## src/include/psw_pkg.sv

```systemverilog
package psw_pkg;
	// ---------------------------------------------------------------
	// register address and fields
	// ---------------------------------------------------------------
	localparam logic [7:0] PSW_ADDR        = 8'hD0;
	localparam logic [7:0] PSW_RESET       = 8'h00;
	localparam int         CARRY_BIT       = 7;
	localparam int         HALF_CARRY_BIT  = 6;
	localparam int         USER_ZERO_BIT   = 5;
	localparam int         BANK_HIGH_BIT   = 4;
	localparam int         BANK_LOW_BIT    = 3;
	localparam int         EXCESS_BIT      = 2;
	localparam int         USER_ONE_BIT    = 1;
	localparam int         PARITY_BIT      = 0;
	localparam logic [4:0] BANK_STRIDE     = 5'h08;
	localparam logic [8:0] MUL_BYTE_MAX    = 9'h0FF;

	// ---------------------------------------------------------------
	// arithmetic operation codes
	// ---------------------------------------------------------------
	typedef enum logic [2:0] {
		OP_NONE,
		OP_ADD,
		OP_ADDC,
		OP_SUBB,
		OP_MUL,
		OP_DIV,
		OP_OTHER
	} alu_op_e;
endpackage

```

## src/hdl/parity_calc.sv

```systemverilog
`timescale 1ns/1ps
module parity_calc #(
	parameter int WIDTH = 8
) (
	input  wire logic [WIDTH-1:0] i_data,
	output logic                  o_odd
);
	assign o_odd = ^i_data;
endmodule // parity_calc

```

## src/hdl/program_status_flags.sv

```systemverilog
`timescale 1ns/1ps
module program_status_flags (
	input  wire logic           i_mclk,
	input  wire logic           i_resetn,
	input  wire logic           i_op_valid,
	input  wire psw_pkg::alu_op_e i_op,
	input  wire logic [7:0]     i_opa,
	input  wire logic [7:0]     i_opb,
	input  wire logic [7:0]     i_acc,
	input  wire logic           i_sfr_wr,
	input  wire logic [7:0]     i_sfr_addr,
	input  wire logic [7:0]     i_sfr_wdata,
	input  wire logic           i_bit_wr,
	input  wire logic [2:0]     i_bit_sel,
	input  wire logic           i_bit_val,
	output logic      [7:0]     o_psw,
	output logic      [4:0]     o_bank_base
);
	// ---------------------------------------------------------------
	// state
	// ---------------------------------------------------------------
	typedef struct packed {
		logic [7:0] psw;
		logic [4:0] base;
	} state_s;

	state_s     st_ff;
	state_s     nxt_st;
	logic       par_odd;
	logic       cin;
	logic [8:0] sum9;
	logic [4:0] sum5;
	logic [8:0] dif9;
	logic [4:0] dif5;
	logic       add_ov;
	logic       sub_ov;
	logic [15:0] prod;

	// limitation: parity lags the accumulator by one clock, since every output is registered
	parity_calc #(.WIDTH(8)) u_par (
		.i_data (i_acc),
		.o_odd  (par_odd)
	);

	// ---------------------------------------------------------------
	// arithmetic flag sources
	// ---------------------------------------------------------------
	always_comb begin
		cin    = (i_op == psw_pkg::OP_ADD) ? 1'b0 : st_ff.psw[psw_pkg::CARRY_BIT];
		sum9   = {1'b0, i_opa} + {1'b0, i_opb} + {8'h00, cin};
		sum5   = {1'b0, i_opa[3:0]} + {1'b0, i_opb[3:0]} + {4'h0, cin};
		dif9   = {1'b0, i_opa} - {1'b0, i_opb} - {8'h00, cin};
		dif5   = {1'b0, i_opa[3:0]} - {1'b0, i_opb[3:0]} - {4'h0, cin};
		add_ov = (i_opa[7] == i_opb[7]) && (sum9[7] != i_opa[7]);
		sub_ov = (i_opa[7] != i_opb[7]) && (dif9[7] != i_opa[7]);
		prod   = {8'h00, i_opa} * {8'h00, i_opb};
	end

	// ---------------------------------------------------------------
	// next state
	// ---------------------------------------------------------------
	always_comb begin
		nxt_st = st_ff;
		if (i_sfr_wr && i_sfr_addr == psw_pkg::PSW_ADDR) begin
			nxt_st.psw[7:1] = i_sfr_wdata[7:1];
		end else if (i_bit_wr && i_bit_sel != 3'h0) begin
			nxt_st.psw[i_bit_sel] = i_bit_val;
		end else if (i_op_valid) begin
			// excess is a plain compare, a miss clears it
			case (i_op)
				psw_pkg::OP_ADD, psw_pkg::OP_ADDC: begin
					nxt_st.psw[psw_pkg::CARRY_BIT]      = sum9[8];
					nxt_st.psw[psw_pkg::HALF_CARRY_BIT] = sum5[4];
					nxt_st.psw[psw_pkg::EXCESS_BIT]     = add_ov;
				end
				psw_pkg::OP_SUBB: begin
					nxt_st.psw[psw_pkg::CARRY_BIT]      = dif9[8];
					nxt_st.psw[psw_pkg::HALF_CARRY_BIT] = dif5[4];
					nxt_st.psw[psw_pkg::EXCESS_BIT]     = sub_ov;
				end
				psw_pkg::OP_MUL: begin
					nxt_st.psw[psw_pkg::CARRY_BIT]  = 1'b0;
					nxt_st.psw[psw_pkg::HALF_CARRY_BIT] = 1'b0;
					nxt_st.psw[psw_pkg::EXCESS_BIT] = (prod > {7'h00, psw_pkg::MUL_BYTE_MAX});
				end
				psw_pkg::OP_DIV: begin
					nxt_st.psw[psw_pkg::CARRY_BIT]  = 1'b0;
					nxt_st.psw[psw_pkg::HALF_CARRY_BIT] = 1'b0;
					nxt_st.psw[psw_pkg::EXCESS_BIT] = (i_opb == 8'h00);
				end
				psw_pkg::OP_OTHER: begin
					// limitation: other arithmetic clears carries, overflow is kept
					nxt_st.psw[psw_pkg::CARRY_BIT]      = 1'b0;
					nxt_st.psw[psw_pkg::HALF_CARRY_BIT] = 1'b0;
				end
				default: begin
					nxt_st.psw = st_ff.psw;
				end
			endcase
		end
		nxt_st.psw[psw_pkg::PARITY_BIT] = par_odd;
		nxt_st.base = 5'({nxt_st.psw[psw_pkg::BANK_HIGH_BIT], nxt_st.psw[psw_pkg::BANK_LOW_BIT]}) *
			psw_pkg::BANK_STRIDE;
	end

	always_ff @(posedge i_mclk) begin
		if (!i_resetn) begin
			st_ff <= '{psw: psw_pkg::PSW_RESET, base: 5'h00};
		end else begin
			st_ff <= nxt_st;
		end
	end

	assign o_psw       = st_ff.psw;
	assign o_bank_base = st_ff.base;
endmodule // program_status_flags

```

## config.mk

```make
export PLATFORM = sky130hd
export DESIGN_NAME = program_status_flags
export DESIGN_NICKNAME = d
export VERILOG_FILES = /design/src/include/psw_pkg.sv /design/src/hdl/parity_calc.sv /design/src/hdl/program_status_flags.sv
export SDC_FILE = /design/constraint.sdc
export NUM_CORES = 1
export LEC_CHECK = 0
export ABC_AREA = 1
export BUFFER_PORTS_ARGS = -buffer_cell sky130_fd_sc_hd__clkbuf_2
export CORE_MARGIN = 2
export CORE_UTILIZATION = 44
export CTS_BUF_LIST = sky130_fd_sc_hd__clkbuf_4
export CTS_CLUSTER_SIZE = 20
export DETAILED_ROUTE_END_ITERATION = 6
export GPL_TIMING_DRIVEN = 0
export PLACE_DENSITY = 0.73
export SETUP_SLACK_MARGIN = 0.15
export SKIP_LAST_GASP = 1
export SLEW_MARGIN = 20
export SYNTH_ARGS = -nofsm -noshare
export SYNTH_HDL_FRONTEND = slang
export SYNTH_HIERARCHICAL = 1
export SYNTH_SLANG_ARGS = --single-unit
```

## constraint.sdc

```tcl
create_clock -name i_mclk -period 12.7 [get_ports i_mclk]
set_input_delay 1.27 -clock i_mclk [delete_from_list [all_inputs] [get_ports i_mclk]]
set_output_delay 1.27 -clock i_mclk [all_outputs]
set_load 0.02 [all_outputs]
```

==> flow_summary.toml, run 1 <==
[layout]
nFillCells = 854
nNetsFinal = 834
area.growth.synth_to_final_pct = 12.16
largest_reg_flops = 8
final_core_util_pct = 51.32
layout_common_cells = "199 x nand2_1, 178 x inv_1, 60 x clkbuf_2"
fin_area_mm2 = 0.004259
final_common_cell = "nand2_1"
seq_area_um2 = 160.2
drive_gt1_share_pct = 11.50
multi_input_area_mm2 = 0.002869
diodes = 0

[detailed_routing]
dr.pass1.iters = 4
wl_um = 8166
wl_per_cell_um = 10.31
vias_per_cell = 4.727
routed-via-count = 3744
ant_nets = 0
drc = 0
drt_iter0_drc = 153

[floorplan]
num_rows = 33
io_pins = 65
dieArea_mm2 = 0.009390
fp.dieW_um = 96.90
core-area_mm2 = 0.008299
initial_core_util_pct = 45.76
die_y_um = 96.90

[place]
hpwl_um = 7275
port_buffers = 60
place_area_mm2 = 0.004237
place_congestion = 0.8444

[synth]
yosys.cell_types.count = 32
synth_area_leaders = "fa_1 20%, nand2_1 20%, ha_1 18%, inv_1 18%, dfxtp_1 4.2%"
syn_area_per_cell_um2 = 6.105
synth_warnings = 6
yosysSeqAreaShare_pct = 4.217
synth_cells = 622
synth_seq_cells = 8
yosysTopAreaCell = "fa_1"
syn_area_mm2 = 0.003797
synth_top_area_share_pct = 20.03

[global_routing]
grt_use_total_pct = 18.33
grt_first_pass_wirelength_um = 14940
grt_max_degree = 11
antenna_found_initial = 0
grt_pass1_vias = 3506
gr-total-overflow = 0

[timing]
fmax_ghz = 0.1861
post-route-period-util_pct = 42.32
skew_ns = 0.0001906
setup_viol = 0
worst-slew-pin-transition_ns = 0.5357
fin_setup_tns_ns = 0
drv_slew = 0
min_period_ns = 5.375
hold_violations = 0
rsz0062_at_grt = "false"
maxSlewHeadroom_pct = 64.29

[clocking]
clk_path_buf_depth = 2
clk_latency_ns = 0.27
htree_levels = 1
cts_hold_buf = 0
ctsResizeCount = 0
cts-root-buf = "clkbuf_4"
cts.sinks = 8
cts_made_buffers = 3
clk_pin_slew_ns = 0.07
cts_tree = "built"
post_cts.repair.setup_buffers = 0

[worst_setup_path]
path_max_fanout = 8
cp_data_arrival_time_ns = 5.54
crit_required_ns = 12.86
critical_path_class = "input pin to flop"
end_kind = "flop"
start_kind = "input pin"
reg2reg_depth = 15

[power_and_ir_drop]
switching_share_pct = 56.95
pwr-share-seq_pct = 7.3
p_int_w = 0.0001635
p_leak_nw = 2.875
ir_drop_mv = 0.05464
power.density_mw_per_mm2 = 89.19
p_clk_share_pct = 5.5
comb_power_share_pct = 87.2
power_switching_w = 0.0002163

[min_path]
holdPathStages = 4
hold_path.class = "flop to flop"

[status]
status = "finished, final reports clean"

[run]
cap_violations = 0
cell families (layout without fill, tap and decap cells):
| kind of cell | after synthesis | after routing | synth area share, % |
|---|---|---|---|
| simple gates | 273 | 273 | 29.75 |
| buf+inv | 201 | 264 | 20.43 |
| fa+ha+maj | 93 | 93 | 38.15 |
| compound gates | 43 | 43 | 6.656 |
| flops | 8 | 8 | 4.217 |
| xor+xnor | 3 | 3 | 0.6921 |
| other cells | 1 | 3 | 0.09875 |
cell usage after synthesis (all sizes together):
library cell  count
a21oi            22
a32o              1
buf               6
clkbuf           14
clkinv            1
conb              1
dfxtp             8
fa               38
ha               55
inv             180
nand2           200
nand3            28
nand3b            4
nand4             9
nor2             26
nor3              3
nor4              3
o211ai            2
o21a              1
o21ai            11
o21bai            1
o22ai             2
o31a              1
o31ai             2
xor2              3
per-stage QoR:
step / power [W] / hold slack [ns] / setup slack, ns / instances
after floorplan: 0.0002893 / 0.5824 / 7.615 / 624
after detailed placement: 0.0003592 / 0.5150 / 7.021 / 789
final: 0.0003799 / 0.5241 / 7.325 / 792
after CTS: 0.0003841 / 0.5269 / 7.302 / 792
after global routing: 0.0004408 / 0.5606 / 6.982 / 792
after global placement: 0.0003527 / 0.5033 / 7.067 / 789
routing by layer:
layer	wire length, um	track usage (%)	vias up
met4	62	2.275	0
met5	0	0	-
li1	-	-	1960
met3	500	2.890	6
met2	3933	31.14	102
met1	3669	25.31	1676
power by group through the flow:
stage               Clock [W]  Sequential, W  Combinational [W]
floorplan                   0      0.0000299           0.000259
global placement            0      0.0000281           0.000325
detailed placement          0      0.0000282           0.000331
CTS                 0.0000216      0.0000276           0.000335
global route        0.0000238      0.0000279           0.000389
finish              0.0000210      0.0000276           0.000331
critical path, stage by stage:
cell and delay [ns]:
clkbuf_2 0.11, clkbuf_1 0.33, nand2_1 0.14, fa_1 0.53
fa_1 0.56, inv_1 0.06, fa_1 0.53, inv_1 0.06
fa_1 0.52, inv_1 0.04, ha_1 0.31, nand2_1 0.08
nand2_1 0.09, a21oi_1 0.19, nand2_1 0.07, nand2_1 0.06
nand2_1 0.04, inv_1 0.05, nand2_1 0.04, nor2_1 0.08
nand3_1 0.13, nand2_1 0.08, nand3_1 0.07, nand2_1 0.06
a21oi_1 0.05
final cells by class:
| class | count | share of cell area (%) |
|---|---|---|
| repair buffers | 60 | 7.051 |
| well taps | 105 | 3.085 |
| multi-input cells | 415 | 67.36 |
| plain buffers | 20 | 2.233 |
| clock buffers | 3 | 0.5288 |
| inverters | 181 | 15.98 |
| flip-flops and latches | 8 | 3.760 |
path summary, 6_finish.rpt:
check / endpoint / from / slack [ns]
min: o_psw[2]$_SDFFE_PN0P_ / o_psw[2]$_SDFFE_PN0P_ / 0.52
max: o_psw[2]$_SDFFE_PN0P_ / i_opb[7] / 7.33
min reg2reg: o_psw[2]$_SDFFE_PN0P_ / o_psw[2]$_SDFFE_PN0P_ / 0.52
max reg2reg: o_psw[2]$_SDFFE_PN0P_ / o_psw[7]$_SDFFE_PN0P_ / 10.41
Power figures use the tool's default switching activity.
==> run 2: changes to the inputs <==
--- a/config.mk
+++ b/config.mk
@@ -5,7 +5,7 @@
 export SDC_FILE = /design/constraint.sdc
 export NUM_CORES = 1
 export LEC_CHECK = 0
-export ABC_AREA = 1
+export ABC_AREA = 0
 export BUFFER_PORTS_ARGS = -buffer_cell sky130_fd_sc_hd__clkbuf_2
 export CORE_MARGIN = 2
 export CORE_UTILIZATION = 44
@@ -13,7 +13,7 @@
 export CTS_CLUSTER_SIZE = 20
 export DETAILED_ROUTE_END_ITERATION = 6
 export GPL_TIMING_DRIVEN = 0
-export PLACE_DENSITY = 0.73
+export PLACE_DENSITY = 0.76
 export SETUP_SLACK_MARGIN = 0.15
 export SKIP_LAST_GASP = 1
 export SLEW_MARGIN = 20
==> constraint.sdc (replaced) <==
create_clock -name i_mclk -period 4.9 [get_ports i_mclk]
set_input_delay 0.49 -clock i_mclk [delete_from_list [all_inputs] [get_ports i_mclk]]
set_output_delay 0.49 -clock i_mclk [all_outputs]
set_load 0.02 [all_outputs]
==> flow_summary.toml, run 2 <==
[status]
status = "finished, final reports clean"

[worst_setup_path]
crit_required_ns = 5.04
start_kind = "input pin"
cp_data_arrival_time_ns = 4.70
crit_chain = "buf_2 -> and2_4 -> fa_1 -> fa_1 -> fa_1 -> inv_1 -> fa_1 -> inv_1 -> ha_4 -> buf_6 -> inv_2 -> a32o_2 -> a2111oi_4 -> nand4_1 -> nor4_1 -> nor3b_2 -> o311ai_1"
crit_path_frequent_cell = "fa_1"
crit_slowest_cell = "fa_1"
path_max_fanout = 9
critical_path_class = "input pin to flop"
end_kind = "flop"
max_stage_delay_ns = 0.53

[power_and_ir_drop]
ir_drop_mv = 0.2101
p_leak_nw = 2.075
total_power_w = 0.001082
power.density_mw_per_mm2 = 272.3

[synth]
yosysSeqAreaShare_pct = 4.646
synthMuxAreaShare_pct = 1.779
yosysMostFrequentCell = "inv_1"
asyncSetResetFlopFracSynth_pct = 0
synthXorXnorAreaFrac_pct = 3.303
syn_area_mm2 = 0.003447
synth-simple-area-share_pct = 23.23
synth_area_leaders = "fa_1 22%, ha_1 20%, inv_1 8.1%, and2_1 6.4%, dfxtp_1 4.6%"
synth_top_area_share_pct = 22.07
synth_compound_area_share_pct = 14.45
yosysTopAreaCell = "fa_1"
yosys.area_share.adder_pct = 42.03
syn_area_per_cell_um2 = 8.054
synth-edff-count = 0
synth_cells = 428
synth_warnings = 6
synth_seq_cells = 8
yosys.cell_types.count = 59
synth_common_cells = "74 x inv_1, 55 x ha_1, 38 x fa_1"
synth_top_family_by_area = "adder cells"
synthFlopType = "dfxtp_1"

[floorplan]
dieArea_mm2 = 0.008558
die_y_um = 92.51
io_pins = 65
initial_core_util_pct = 45.08
fp.dieW_um = 92.51
core-area_mm2 = 0.007647
num_rows = 32

[layout]
area.growth.synth_to_final_pct = 15.25
nFillCells = 723
layout_common_cells = "74 x inv_1, 52 x ha_1, 51 x clkbuf_2"
diodes = 0
largest_reg_flops = 8
fin_area_mm2 = 0.003973
drive_gt1_share_pct = 19.31
nNetsFinal = 639
final_common_cell = "inv_1"

[global_routing]
antenna_found_initial = 0
grt_use_total_pct = 17.89
gr-total-overflow = 0
grt_pass1_vias = 2931
grt_util_met1_pct = 26.81
grt_first_pass_wirelength_um = 12960
gr-usage-met3_pct = 1.139
grtUsageMet2_pct = 28.77
grt_max_degree = 11
top_usage_layer = "met2"

[timing]
fin_setup_tns_ns = 0
post-route-period-util_pct = 93.04
setup_viol = 0
min_period_ns = 4.559
fmax_ghz = 0.2194
skew_ns = 0.001100
drv_slew = 0
hold_violations = 0
maxSlewHeadroom_pct = 64.70
worst-slew-pin-transition_ns = 0.5251
setup_ws_ns = 0.3412
whs_ns = 0.4600
rsz0062_at_grt = "false"

[detailed_routing]
routed-via-count = 3112
wl_um = 7538
ant_nets = 0
drc = 0
wl_per_cell_um = 12.69
vias_per_cell = 5.239
dr.pass1.iters = 5
drt_iter0_drc = 200

[clocking]
cts_made_buffers = 3
cts-root-buf = "clkbuf_4"
clk_pin_slew_ns = 0.06
cts_tree = "built"
clk_path_buf_depth = 2
clk_latency_ns = 0.26
htree_levels = 1
cts_hold_buf = 0
cts.sinks = 8

[run]
cap_violations = 0

[min_path]
hold_path.class = "input pin to flop"

[place]
hpwl_um = 6485
port_buffers = 58
place_area_mm2 = 0.003872
place_congestion = 0.8826
post-place-ws_ns = -0.01539
run 2: changes by cell type in the layout (fill, tap and decap cells not counted), moves of 10 or more:
cell	delta
nand2_1	-167
inv_1	-104
and2_1	+32
nand3_1	-22
clkbuf_1	-12
nor2_1	+11
xnor2_1	+10
run 2: power breakdown:
group | internal (W) | switching, W | leakage [nW]
Sequential | 0.0000696 | 0.00000228 | 0.0652
Clock | 0.0000281 | 0.0000241 | 0.0138
Combinational | 0.000426 | 0.000532 | 2.00
run 2: critical path: cells and delay by family:
family	cells	cell delay [ns]
AO/OA/AOI/OAI	3	0.65
adder cells (fa/ha/maj)	5	2.28
buffers and inverters	5	0.46
AND/OR/NAND/NOR	4	0.81
run 2: area by class of cell:
class                   count  area, um2  share of cell area [%]
repair buffers             59      307.8                   7.748
well taps                 102      127.6                   3.213
plain buffers              11      77.57                   1.953
clock buffers               3      22.52                  0.5669
inverters                  77      289.0                   7.276
multi-input cells         334       2988                   75.21
flip-flops and latches      8      160.2                   4.032
run 2: metrics by stage:
stage / instances / util, %
6_report: 594 / 51.95
5_1_grt: 594 / 51.95
4_1_cts: 593 / 50.93
3_5_place_dp: 590 / 50.64
3_3_place_gp: 590 / 50.64
2_1_floorplan: 430 / -
run 2: timing repair:
item,in CTS,in global routing
gates resized for setup,0,25
endpoints found under the setup margin,0,1
setup buffers,0,1
run 2: layer usage:
metal | vias to the layer above | routed length [um]
li1 | 1547 | -
met4 | 0 | 99
met3 | 8 | 416
met2 | 85 | 3599
met1 | 1472 | 3422
met5 | - | 0
run 2: final timing paths:
path	cells after the start	endpoint	slack, ns	startpoint
max	17	o_psw[2]$_SDFFE_PN0P_	0.34	i_opa[7]
min	3	o_psw[6]$_SDFFE_PN0P_	0.46	i_sfr_wdata[6]
max reg2reg	10	o_psw[7]$_SDFFE_PN0P_	2.19	o_psw[7]$_SDFFE_PN0P_
min reg2reg	3	o_psw[3]$_SDFFE_PN0P_	0.61	o_psw[3]$_SDFFE_PN0P_
run 2: kinds of logic (layout without fill, tap and decap cells):
logic type,after synthesis,after routing
AOI/OAI and AO/OA,66,66
xor gates and xnor gates,13,13
adders and majority gates,93,93
buffers and inverters,88,150
DFF,8,8
muxes,6,6
other,1,3
and+or+nand+nor,153,153
==> run 3: changes to the inputs <==
--- a/config.mk
+++ b/config.mk
@@ -14,7 +14,7 @@
 export DETAILED_ROUTE_END_ITERATION = 6
 export GPL_TIMING_DRIVEN = 0
 export PLACE_DENSITY = 0.76
-export SETUP_SLACK_MARGIN = 0.15
+export SETUP_SLACK_MARGIN = 0.4
 export SKIP_LAST_GASP = 1
 export SLEW_MARGIN = 20
 export SYNTH_ARGS = -nofsm -noshare
==> flow_summary.toml, run 3 (synthesis gave the netlist of run 2 again) <==
[layout]
largest_reg_flops = 8
area.growth.synth_to_final_pct = 18.91
final_common_cell = "inv_1"
fin_area_mm2 = 0.004099
diodes = 0
nNetsFinal = 641
layout_common_cells = "74 x inv_1, 51 x ha_1, 45 x clkbuf_2"
drive_gt1_share_pct = 21.86

[clocking]
clk_latency_ns = 0.26
cts.sinks = 8
clk_path_buf_depth = 2
cts-root-buf = "clkbuf_4"
cts_made_buffers = 3
clk_pin_slew_ns = 0.06
cts_tree = "built"
htree_levels = 1

[detailed_routing]
drc = 0
dr.pass1.iters = 4
routed-via-count = 3151
drt_iter0_drc = 156
wl_per_cell_um = 13.04
wl_um = 7772
vias_per_cell = 5.287
ant_nets = 0

[global_routing]
grt_pass1_vias = 2947
grt_max_degree = 11
grt_first_pass_wirelength_um = 13200
gr-total-overflow = 0
antenna_found_initial = 0
grt_use_total_pct = 18.34

[power_and_ir_drop]
switching_share_pct = 51.48
p_clk_share_pct = 4.8
pwr-share-seq_pct = 6.5
power.density_mw_per_mm2 = 271.6
ir_drop_mv = 0.1844
comb_power_share_pct = 88.8
total_power_w = 0.001113
p_int_w = 0.0005402
power_switching_w = 0.0005731
p_leak_nw = 2.121

[min_path]
holdPathStages = 3
hold_path.class = "input pin to flop"

[place]
hpwl_um = 6485
post-place-ws_ns = -0.01539
place_congestion = 0.8826
port_buffers = 58
place_area_mm2 = 0.003872

[timing]
rsz0062_at_grt = "false"
setup_viol = 0
min_period_ns = 4.343
maxSlewHeadroom_pct = 64.88
drv_slew = 0
post-route-period-util_pct = 88.62
fin_setup_tns_ns = 0
skew_ns = 0.001500
setup_ws_ns = 0.5575
worst-slew-pin-transition_ns = 0.5224
whs_ns = 0.4563
hold_violations = 0
fmax_ghz = 0.2303

[status]
status = "finished, final reports clean"

[worst_setup_path]
crit_path_frequent_cell = "fa_1"
start_kind = "input pin"
path_max_fanout = 7
ff2ff_setup_slack_ns = 2.19
path_buf_inv = 4
end_kind = "flop"
crit_required_ns = 5.04
crit_cells = 17
path_delay_family = "adder cells"
max_stage_delay_ns = 0.55
crit_slowest_cell = "fa_1"
critical_path_class = "input pin to flop"
reg2reg_depth = 10
cp_data_arrival_time_ns = 4.48
crit_chain = "clkbuf_4 -> nand2_1 -> fa_1 -> fa_1 -> inv_1 -> fa_1 -> inv_1 -> fa_1 -> inv_1 -> ha_2 -> o21ai_2 -> nor2_1 -> o21ai_2 -> and3_1 -> nor4_1 -> nor3b_2 -> o311ai_1"

[floorplan]
io_pins = 65
fp.dieW_um = 92.51
die_y_um = 92.51
initial_core_util_pct = 45.08
dieArea_mm2 = 0.008558
num_rows = 32
core-area_mm2 = 0.007647

[run]
cap_violations = 0
==> run 3: changes by cell type in the layout (fill, tap and decap cells not counted), sizes merged <==
cell and delta:
buf +1, clkbuf +1
==> run 3: metal layers <==
layer  global-route usage (%)  up-vias  wire length (um)
met5                        0        -                 0
met4                    2.612        0                84
met3                    1.221        8               433
met2                    29.99       86              3749
met1                    27.22     1503              3504
li1                         -     1554                 -
==> run 3: timing repair <==
action	4_1_cts	5_1_grt
buffers inserted	1	2
hold buffers	0	0
endpoints found under the setup margin	1	1
pin swaps	13	17
resized for setup	33	16
==> run 3: worst min-delay path, delay by kind of cell <==
kind            cells  cell delay, ns
compound gates      1            0.05
buf+inv             1            0.08
simple gates        1            0.05
==> run 3: area by class of cell <==
| cell class | count | area [um2] |
|---|---|---|
| plain buffers | 11 | 77.57 |
| clock buffers | 3 | 22.52 |
| fillers | 708 | 3548 |
| inverters | 77 | 289.0 |
| multi-input cells | 334 | 3027 |
| flip-flops and latches | 8 | 160.2 |
| well taps | 102 | 127.6 |
| repair buffers | 61 | 395.4 |
==> run 3: power groups by stage <==
stage               Sequential, W  Clock (W)  Combinational, W
CTS                     0.0000718  0.0000546          0.000926
global placement        0.0000731          0          0.000820
floorplan               0.0000786          0          0.000662
detailed placement      0.0000733          0          0.000850
finish                  0.0000719  0.0000530          0.000988
global route            0.0000721  0.0000556           0.00112
==> run 3: worst paths after layout <==
check | startpoint | to
hold / removal | i_sfr_wdata[6] | o_psw[6]$_SDFFE_PN0P_
setup reg to reg | o_psw[7]$_SDFFE_PN0P_ | o_psw[7]$_SDFFE_PN0P_
hold reg to reg | o_psw[3]$_SDFFE_PN0P_ | o_psw[3]$_SDFFE_PN0P_
setup / recovery | i_opa[2] | o_psw[2]$_SDFFE_PN0P_
==> run 3: metrics by stage <==
step           utilization, %  cells
3_5_place_dp            50.64    590
5_1_grt                 53.60    596
2_1_floorplan               -    430
3_3_place_gp            50.64    590
6_report                53.60    596
4_1_cts                 52.77    594
